### src/pdpwm_pkg.sv
// constants of the pulse-division pwm generator
package pdpwm_pkg;

    // register byte addresses
    localparam logic [15:0] PDPWM_ADDR_CLOCK_SELECT = 16'hffd0;
    localparam logic [15:0] PDPWM_ADDR_DUTY_UPPER   = 16'hffd1;
    localparam logic [15:0] PDPWM_ADDR_DUTY_LOWER   = 16'hffd2;

    // values after reset
    localparam logic [7:0]  PDPWM_RST_CLOCK_SELECT  = 8'hfe;
    localparam logic [7:0]  PDPWM_RST_DUTY_UPPER    = 8'hc0;
    localparam logic [7:0]  PDPWM_RST_DUTY_LOWER    = 8'h00;
    localparam logic [13:0] PDPWM_RST_DUTY          = 14'h0000;

    // read answers
    localparam logic [7:0]  PDPWM_READ_ONES         = 8'hff;
    localparam logic [7:0]  PDPWM_READ_UNMAPPED     = 8'h00;

    // field positions
    localparam int          PDPWM_PERIOD_SELECT_BIT = 0;
    localparam int          PDPWM_UPPER_DUTY_MSB    = 5;
    localparam int          PDPWM_COARSE_LSB        = 6;

    // waveform structure
    localparam int          PDPWM_SYS_CLK_HZ        = 50000000;
    localparam int          PDPWM_PULSES            = 64;
    localparam int          PDPWM_STEPS_PER_PULSE   = 256;
    localparam logic [8:0]  PDPWM_HIGH_OFFSET_STEPS = 9'h001;
    localparam logic [8:0]  PDPWM_FULL_PULSE_STEPS  = 9'h100;
    localparam int          PDPWM_PERIOD_DIV2_CYC   = 16384;
    localparam int          PDPWM_PERIOD_DIV4_CYC   = 32768;

endpackage : pdpwm_pkg

### src/pdpwm_timebase.sv
// step, pulse and period counters of the pwm generator
module pdpwm_timebase
    import pdpwm_pkg::*;
(
    input  wire logic       i_clk,          // system clock
    input  wire logic       i_nrst,         // sync reset, active low
    input  wire logic       i_div4,         // 1: step every two clocks
    output logic            o_step,         // step strobe
    output logic      [7:0] o_pos,          // step inside the pulse
    output logic      [5:0] o_idx,          // pulse inside the period
    output logic            o_period_end    // last step of a period
);

    logic       pre_q;
    logic       step_now;
    logic       last_now;
    logic [7:0] pos_q;
    logic [5:0] idx_q;

    // divide-by-4 input clock yields a two-clock step
    assign step_now = i_div4 ? pre_q : 1'b1;
    assign last_now = step_now && (pos_q == 8'hff) && (idx_q == 6'h3f);

    // phase restarts at each boundary, else the first step of a slow
    // period after a fast one could last a single clock
    always_ff @(posedge i_clk) begin
        if (!i_nrst) begin
            pre_q <= 1'b0;
        end else begin
            pre_q <= last_now ? 1'b0 : ~pre_q;
        end
    end

    always_ff @(posedge i_clk) begin
        // counters rest on the last step, so the first clock after
        // reset is a period boundary like any other
        if (!i_nrst) begin
            pos_q <= 8'hff;
            idx_q <= 6'h3f;
        end else if (step_now) begin
            pos_q <= pos_q + 8'h01;
            if (pos_q == 8'hff) begin
                idx_q <= idx_q + 6'h01;
            end
        end
    end

    assign o_step       = step_now;
    assign o_pos        = pos_q;
    assign o_idx        = idx_q;
    assign o_period_end = last_now;

endmodule // pdpwm_timebase

### src/pdpwm_top.sv
// pulse-division pwm generator with byte register port
//
// The plain strobed port was left to the implementer.
module pdpwm_top
    import pdpwm_pkg::*;
(
    input  wire logic        i_clk,                  // system clock
    input  wire logic        i_nrst,                 // sync reset, low
    input  wire logic [15:0] i_addr,                 // register address
    input  wire logic  [7:0] i_wdata,                // write data
    input  wire logic        i_wr,                   // write strobe
    input  wire logic        i_rd,                   // read strobe
    input  wire logic        i_port_function_select_one, // pin route
    output logic       [7:0] o_rdata,                // read data
    output logic             o_shared_output_pin,    // pwm waveform
    output logic             o_period_start          // first step strobe
);

    // software-side registers
    logic        period_select_q;
    logic  [7:0] duty_upper_byte_q;
    logic  [7:0] duty_lower_byte_q;
    logic [13:0] duty_pending_q;

    // generator-side state, changed only at the boundary
    logic [13:0] duty_active_q;
    logic        div4_active_q;

    // outputs
    logic  [7:0] rdata_q;
    logic  [7:0] rdata_d;
    logic        pin_q;
    logic        pin_d;
    logic        period_start_q;

    // timebase
    logic        step;
    logic  [7:0] pos;
    logic  [5:0] idx;
    logic        period_end;

    // pulse shaping
    logic  [8:0] pulse_high;
    logic        extra_step;

    logic        wr_ctrl;
    logic        wr_upper;
    logic        wr_lower;

    // bit-reversed pulse index scatters the spare steps over the period
    function automatic logic [5:0] bit_rev6(input logic [5:0] v);
        logic [5:0] r;
        r = 6'h00;
        for (int k = 0; k < 6; k++) begin
            r[k] = v[5 - k];
        end
        return r;
    endfunction

    function automatic logic is_addr(input logic [15:0] a,
                                     input logic [15:0] reg_addr);
        return a == reg_addr;
    endfunction

    assign wr_ctrl  = i_wr && is_addr(i_addr, PDPWM_ADDR_CLOCK_SELECT);
    assign wr_upper = i_wr && is_addr(i_addr, PDPWM_ADDR_DUTY_UPPER);
    assign wr_lower = i_wr && is_addr(i_addr, PDPWM_ADDR_DUTY_LOWER);

    pdpwm_timebase u_timebase (
        .i_clk        (i_clk),
        .i_nrst       (i_nrst),
        .i_div4       (div4_active_q),
        .o_step       (step),
        .o_pos        (pos),
        .o_idx        (idx),
        .o_period_end (period_end)
    );

    // control register: only bit 0 is stored, the rest is constant
    always_ff @(posedge i_clk) begin
        if (!i_nrst) begin
            period_select_q <= PDPWM_RST_CLOCK_SELECT[PDPWM_PERIOD_SELECT_BIT];
        end else if (wr_ctrl) begin
            period_select_q <= i_wdata[PDPWM_PERIOD_SELECT_BIT];
        end
    end

    // lower byte is only a holding stage until the upper write
    always_ff @(posedge i_clk) begin
        if (!i_nrst) begin
            duty_lower_byte_q <= PDPWM_RST_DUTY_LOWER;
        end else if (wr_lower) begin
            duty_lower_byte_q <= i_wdata;
        end
    end

    // top two bits of the upper byte stay at one
    always_ff @(posedge i_clk) begin
        if (!i_nrst) begin
            duty_upper_byte_q <= PDPWM_RST_DUTY_UPPER;
        end else if (wr_upper) begin
            duty_upper_byte_q <= {2'b11,
                i_wdata[PDPWM_UPPER_DUTY_MSB:0]};
        end
    end

    // upper write captures both bytes at once; a lower write alone
    // never disturbs the waveform
    always_ff @(posedge i_clk) begin
        if (!i_nrst) begin
            duty_pending_q <= PDPWM_RST_DUTY;
        end else if (wr_upper) begin
            duty_pending_q <= {i_wdata[PDPWM_UPPER_DUTY_MSB:0],
                duty_lower_byte_q};
        end
    end

    // generator takes new duty and period only at the period edge,
    // so no period is ever built from two values
    always_ff @(posedge i_clk) begin
        if (!i_nrst) begin
            duty_active_q <= PDPWM_RST_DUTY;
            div4_active_q <= PDPWM_RST_CLOCK_SELECT[PDPWM_PERIOD_SELECT_BIT];
        end else if (period_end) begin
            duty_active_q <= duty_pending_q;
            div4_active_q <= period_select_q;
        end
    end

    // each pulse gets coarse+1 steps, plus one where extra_step is set; the 64 offset steps sum to 64
    always_comb begin
        extra_step = bit_rev6(idx) < duty_active_q[5:0];
        pulse_high = {1'b0, duty_active_q[13:PDPWM_COARSE_LSB]}
                   + PDPWM_HIGH_OFFSET_STEPS
                   + {8'h00, extra_step};
    end

    // a full pulse cannot exceed its length, so the top code saturates
    always_comb begin
        if (pulse_high >= PDPWM_FULL_PULSE_STEPS) begin
            pin_d = 1'b1;
        end else begin
            pin_d = {1'b0, pos} < pulse_high;
        end
        pin_d = pin_d && i_port_function_select_one;
    end

    always_ff @(posedge i_clk) begin
        if (!i_nrst) begin
            pin_q <= 1'b0;
        end else begin
            pin_q <= pin_d;
        end
    end

    // strobe stands in the new period's first clock only, so two
    // strobes are exactly one period apart in either mode
    always_ff @(posedge i_clk) begin
        if (!i_nrst) begin
            period_start_q <= 1'b0;
        end else begin
            period_start_q <= period_end;
        end
    end

    // all mapped registers are write-only and answer all ones
    always_comb begin
        rdata_d = PDPWM_READ_UNMAPPED;
        if (is_addr(i_addr, PDPWM_ADDR_CLOCK_SELECT)) begin
            rdata_d = PDPWM_READ_ONES;
        end else if (is_addr(i_addr, PDPWM_ADDR_DUTY_UPPER) ||
                     is_addr(i_addr, PDPWM_ADDR_DUTY_LOWER)) begin
            rdata_d = PDPWM_READ_ONES;
        end
    end

    // read data stand only in the cycle after the strobe
    always_ff @(posedge i_clk) begin
        if (!i_nrst) begin
            rdata_q <= 8'h00;
        end else if (i_rd) begin
            rdata_q <= rdata_d;
        end else begin
            rdata_q <= 8'h00;
        end
    end

    assign o_rdata             = rdata_q;
    assign o_shared_output_pin = pin_q;
    assign o_period_start      = period_start_q;

endmodule // pdpwm_top

### config.mk
export PLATFORM = sky130hd
export DESIGN_NAME = pdpwm_top
export DESIGN_NICKNAME = d
export VERILOG_FILES = /design/src/pdpwm_pkg.sv /design/src/pdpwm_timebase.sv /design/src/pdpwm_top.sv
export SDC_FILE = /design/constraint.sdc
export NUM_CORES = 1
export LEC_CHECK = 0
export BUFFER_PORTS_ARGS = -buffer_cell sky130_fd_sc_hd__buf_4
export CAP_MARGIN = 15
export CORE_AREA = 2 2 82 84
export CTS_CLUSTER_DIAMETER = 150
export DETAILED_ROUTE_END_ITERATION = 6
export DIE_AREA = 0 0 84 86
export GPL_ROUTABILITY_DRIVEN = 1
export HOLD_SLACK_MARGIN = 0.15
export PLACE_DENSITY = 0.73
export REMOVE_ABC_BUFFERS = 1
export SYNTH_ARGS = -nofsm -noshare
export SYNTH_HDL_FRONTEND = slang
export SYNTH_SLANG_ARGS = --single-unit
export TNS_END_PERCENT = 10
### constraint.sdc
create_clock -name i_clk -period 6 [get_ports i_clk]
set_input_delay 0.9 -clock i_clk [delete_from_list [all_inputs] [get_ports i_clk]]
set_output_delay 0.9 -clock i_clk [all_outputs]
set_load 0.01 [all_outputs]
* Word level (Yosys, flattened, before mapping)
Index checks and enable logic that the tools add are counted.
** Operators by class
- Add/sub/neg operators :: 4
- Magnitude comparators :: 3
- Equality and inequality tests :: 5
- Mux-type cells :: 4
- Bitwise logic cells :: 2
- Reduce and logical (&&, ||, !) cells :: 10
** Operators with widths (number)
- $eq A16 B16 Y1 const B :: 3
- $mux W8 :: 2
- $add A8 B1 Y9 const B :: 1
- $add A9 B1 Y9 :: 1
- $ge A9 B9 Y1 const B :: 1
- $lt A8 B9 Y1 :: 1
- $add A8 B1 Y8 const B :: 1
- $eq A8 B8 Y1 const B :: 1
- $add A6 B1 Y6 const B :: 1
- $eq A6 B6 Y1 const B :: 1
- $logic_and A1 B1 Y1 :: 6
- $lt A6 B6 Y1 :: 1
- $reduce_and A2 Y1 :: 2
- $mux W1 :: 2
- $not A1 Y1 :: 2
- $reduce_or A2 Y1 :: 1
- $logic_or A1 B1 Y1 :: 1
** Word-level totals
- Bits in registers :: 63
- Bits of input ports :: 29
- Output and inout bits :: 10
- Word-level logic and storage cells :: 39

* Longest topological paths before layout
- Depth in word-level cells :: 5
- Depth in mapped cells :: 15
- Depth with buffers taken out :: 15

* Modules after synthesis
From an unflattened synthesis, not the netlist that was laid out.
** Unflattened totals
- Cells, all modules :: 289
- Area total of the unflattened synthesis :: 2786.4 µm²
** By module, submodules not included
- pdpwm_top :: instances 1, cells each 214, area each 2117.0 µm², seq. area each 820.8 µm²
- pdpwm_timebase :: instances 1, cells each 75, area each 669.4 µm², seq. area each 300.3 µm²

* Worst setup path after synthesis
No wires, ideal clock.
- Path kind :: reg-to-reg
- Start :: register duty_active_q[3]
- End :: register pin_q, in the netlist o_shared_output_pin
- Library setup time :: 0.064 ns
- Arrival :: 2.709 ns
- Data required time :: 5.936 ns
- Setup slack :: 3.227 ns
- Stages on the path, launching flop included :: 16
- Path buffers :: 0
- Period minus slack after synthesis :: 2.773 ns
- Cells stage by stage :: dfxtp_1 > inv_1 > ha_1 > a21oi_1 > o21ai_0 > a31o_2 > ha_1 > inv_1 > ha_1 > nand3_1 > xor2_1 > ha_1 > a21o_1 > a2111oi_0 > a21oi_1 > nor2_1
** On the way
- Word-level cells in the longest chain between the ends :: 5
- Elaborated cells on any way between the ends :: 6
- Classes of those cells :: add/sub (1); order compare (3); mux (1); reduce/logical (1)
** Ends and longest elaborated chain
- start: declaration :: RTL line pdpwm_top.sv:26 : logic [13:0] duty_active_q;
- start signal: assignment :: RTL line pdpwm_top.sv:125 : duty_active_q <= duty_pending_q;
- $lt A6 B6 Y1 * :: RTL line pdpwm_top.sv:132 : extra_step = bit_rev6(idx) < duty_active_q[5:0];
- $add A9 B1 Y9 * :: RTL line pdpwm_top.sv:135 : + {8'h00, extra_step};
- $lt A8 B9 Y1 / $ge A9 B9 Y1 (equally long branches) :: RTL line pdpwm_top.sv:143, pdpwm_top.sv:140
- $mux W1 * :: RTL line pdpwm_top.sv:140 : if (pulse_high >= PDPWM_FULL_PULSE_STEPS) begin
- $logic_and A1 B1 Y1 * :: RTL line pdpwm_top.sv:145 : pin_d = pin_d && i_port_function_select_one;
- end signal: assignment :: RTL line pdpwm_top.sv:152 : pin_q <= pin_d;
- end: declaration :: RTL line pdpwm_top.sv:32 : logic pin_q;
Mark *: on every way between the ends. The rest lies on a longest branch, timed or not.
A chain may end at the register's enable or synchronous reset.

* Final worst setup path
- Start :: register u_timebase.idx_q[2], in the netlist u_timebase.o_idx[2]
- End :: register pin_q, in the netlist o_shared_output_pin
** On the way
- Word-level cells in the longest chain between the ends :: 5
- Elaborated cells on any way between the ends :: 6
- Classes of those cells :: add/sub (1); order compare (3); mux (1); reduce/logical (1)
** Ends and longest elaborated chain
- start: declaration :: RTL line pdpwm_timebase.sv:18 : logic [5:0] idx_q;
- start signal: assignment :: RTL line pdpwm_timebase.sv:43 : idx_q <= idx_q + 6'h01;
- $lt A6 B6 Y1 * :: RTL line pdpwm_top.sv:132
- $add A9 B1 Y9 * :: RTL line pdpwm_top.sv:135
- $lt A8 B9 Y1 / $ge A9 B9 Y1 (equally long branches) :: RTL line pdpwm_top.sv:143, pdpwm_top.sv:140
- $mux W1 * :: RTL line pdpwm_top.sv:140
- $logic_and A1 B1 Y1 * :: RTL line pdpwm_top.sv:145
Marks and branches as above.

==> out/qor.txt <==
Post-Syn Area: 2720 um^2
Post-synth ARST share: 0%
Maxcap violations: 0
Layout cells sized above 1: 17.5%
CTS tree: built
Mean post-synth cell area: 9.43 um^2
Hold Path Cell Cnt: 1
Tcrit/Tclk final: 50.0%
Outcome: finished clean
Crit end category: flip-flop
Final setup viols: 0
Final-report hold violation count: 0
YS warnings: 0
Final net count: 359
Setup crit start kind: flip-flop
Setup repair bufs after CTS: 0
Initial Utilization: 43.3%
Area contributors post-synth: dfxtp_1 (41%), mux2i_1 (15%), nand2_1 (8.8%), ha_1 (7.8%), xor2_1 (2.9%)
Core area: 6280 um^2
Clk Tree Root Cell: clkbuf_8
PD cells: 270 nW/um^2
Most frequent cell after synthesis: nand2_1
Setup Total Neg Slack: 0 ns
Area Overhead vs Synth: 12.5%
Post_cts resized: 0
Netlist cell types: 44
CP required: 6.25 ns
Sink Count: 56
Routed Wire Length: 4640 um
Minimum clock period: 3.00 ns
Total chip power: 826 uW
Die area: 7220 um^2
Skew-Pair Late Insertion Delay: 0.31 ns
Via density: 5.07
Io pins: 39
FF-to-FF path depth: 14
First-pass GRT wire length: 8060 um
Initial antenna violation count: 0
Die height: 86 um
Wl on met1: 2220 um
Routed length on met2: 2200 um
Total CTS buffers: 5
Fillers: 607
Vias in the first global route: 1885
Largest net degree at the start of global routing: 65
Clk buf depth: 2
Routability cong.: 0.888
Hold_buf cts: 0
F_max: 334 MHz
HPWL Detailed: 3440 um
Iteration-0 DRC Markers: 100
Share of the synthesized area in the top cell type: 41.3%
Total global-route track usage: 13.5%
Slew @ Worst Pin: 0.627 ns
Met3 wire len: 174 um
DR top layer: met4
RSZ-0062 raised after global routing: no
H-Tree Depth: 2
Max VDD drop: 0.174 mV
Hold slack: 0.426 ns
Row count: 29
Post-synth top area cell: dfxtp_1
Final Non-Filler Cells: 391
GRT overflow: 0
DR DRC count: 0
Antenna diodes: 0
Multi-input gate area: 1420 um^2
Commonest cells post-synth: nand2_1 (64), dfxtp_1 (56), mux2i_1 (40), ha_1 (17)
Flop and latch count out of synthesis: 56
Max Slew Vio Count: 0
WL/cell: 11.9 um
Vias: 1984
Fin Clk Skew: 0.00714 ns
Lkg Pwr: 0.00148 uW
Slew margin rel.: 57.9%
Antenna Violating Nets Remaining: 0
Setup CP Type: flip-flop to flip-flop
Sequential fraction of the synthesis area: 41.3%
Placed Cells: 383
Worst hold path class: flip-flop to flip-flop
Top_reg_cell synth: dfxtp_1
Worst-path fanout max: 6
Post-synth EDFFs: 0
IO buf count: 38
Cells after synthesis: 288
First drt pass iteration count: 4
CP arrival: 3.25 ns
Sequential Area: 1120 um^2
Clk slew on worst S/H paths: 0.10 ns
Chip width: 84 um
cells in the final DEF (no fill, tap or decap), drive strengths merged, types with 4 or more instances in the layout:
cell type  count
nand2         65
dfxtp         56
mux2i         40
buf           38
ha            17
inv           12
nand3         12
xor2           9
nand4          7
a21oi          5
clkbuf         5
o21ai          4
and3           4
cell families after synthesis:
logic type	Yosys count	synth area share, %
AOI/OAI and AO/OA	21	5.16
buffers and inverters	31	6.45
xor gates and xnor gates	12	3.87
and+or+nand+nor	111	20.6
adders and majority gates	17	7.83
DFF	56	41.3
muxes	40	14.7
sequential cells by signal, summed over array words and instances, names as in the netlist:
| register | count |
|---|---|
| o_period_start | 1 |
| o_rdata | 1 |
| o_shared_output_pin | 1 |
| u_timebase.o_pos | 8 |
| div4_active_q | 1 |
| duty_pending_q | 14 |
| u_timebase.o_idx | 6 |
| duty_active_q | 14 |
| u_timebase.pre_q | 1 |
| period_select_q | 1 |
| duty_lower_byte_q | 8 |
critical path: stages, from the launching register on:
cell	delay, ns
dfxtp_1	0.43
ha_1	0.27
a21oi_1	0.13
o21ai_0	0.10
a31o_2	0.26
ha_1	0.19
inv_1	0.08
ha_1	0.15
nand3_1	0.11
xor2_1	0.17
ha_1	0.29
a21o_1	0.18
a2111oi_0	0.38
a21oi_1	0.11
nor2_1	0.10
layout make-up:
type                            instances  share of cell area [%]
Clock inverter                          3                   0.737
Tap cell                               77                    3.15
Multi-Input combinational cell        201                    46.5
Clock buffer                            5                    2.25
Sequential cell                        56                    36.7
Inverter                               11                    1.35
Timing Repair Buffer                   38                    9.34
power breakdown:
group | total (uW) | internal (uW) | leakage (uW) | switching, uW
Combinational | 191 | 94.1 | 0.000981 | 97.1
Sequential | 426 | 396 | 0.000454 | 29.8
Clock | 209 | 83.9 | 0.0000485 | 125
Total | 826 | 574 | 0.00148 | 252
through the flow:
step | setup WS, ns | util (%) | cell area, um^2
2_1_floorplan | 3.23 | - | 2580
3_3_place_gp | 3.13 | 47.2 | 2960
3_5_place_dp | 2.99 | 47.2 | 2960
4_1_cts | 2.97 | 48.7 | 3050
5_1_grt | 2.70 | 48.7 | 3050
6_report | 3.00 | 48.7 | 3050
worst paths after layout:
path / slack (ns) / from / to
worst min-delay path: 0.43 / u_timebase.pre_q / u_timebase.pre_q
worst max-delay path: 3.00 / u_timebase.o_idx[2] / o_shared_output_pin
worst min register to register: 0.43 / u_timebase.pre_q / u_timebase.pre_q
worst max register to register: 3.00 / u_timebase.o_idx[2] / o_shared_output_pin
per-layer routing:
layer  up-vias  GRT usage, %
li1       1038             -
met1       905          16.6
met2        36          23.8
met3         5          3.18
met4         0          3.96
met5         -             0
Note: power is estimated with default switching activity, not from simulation.
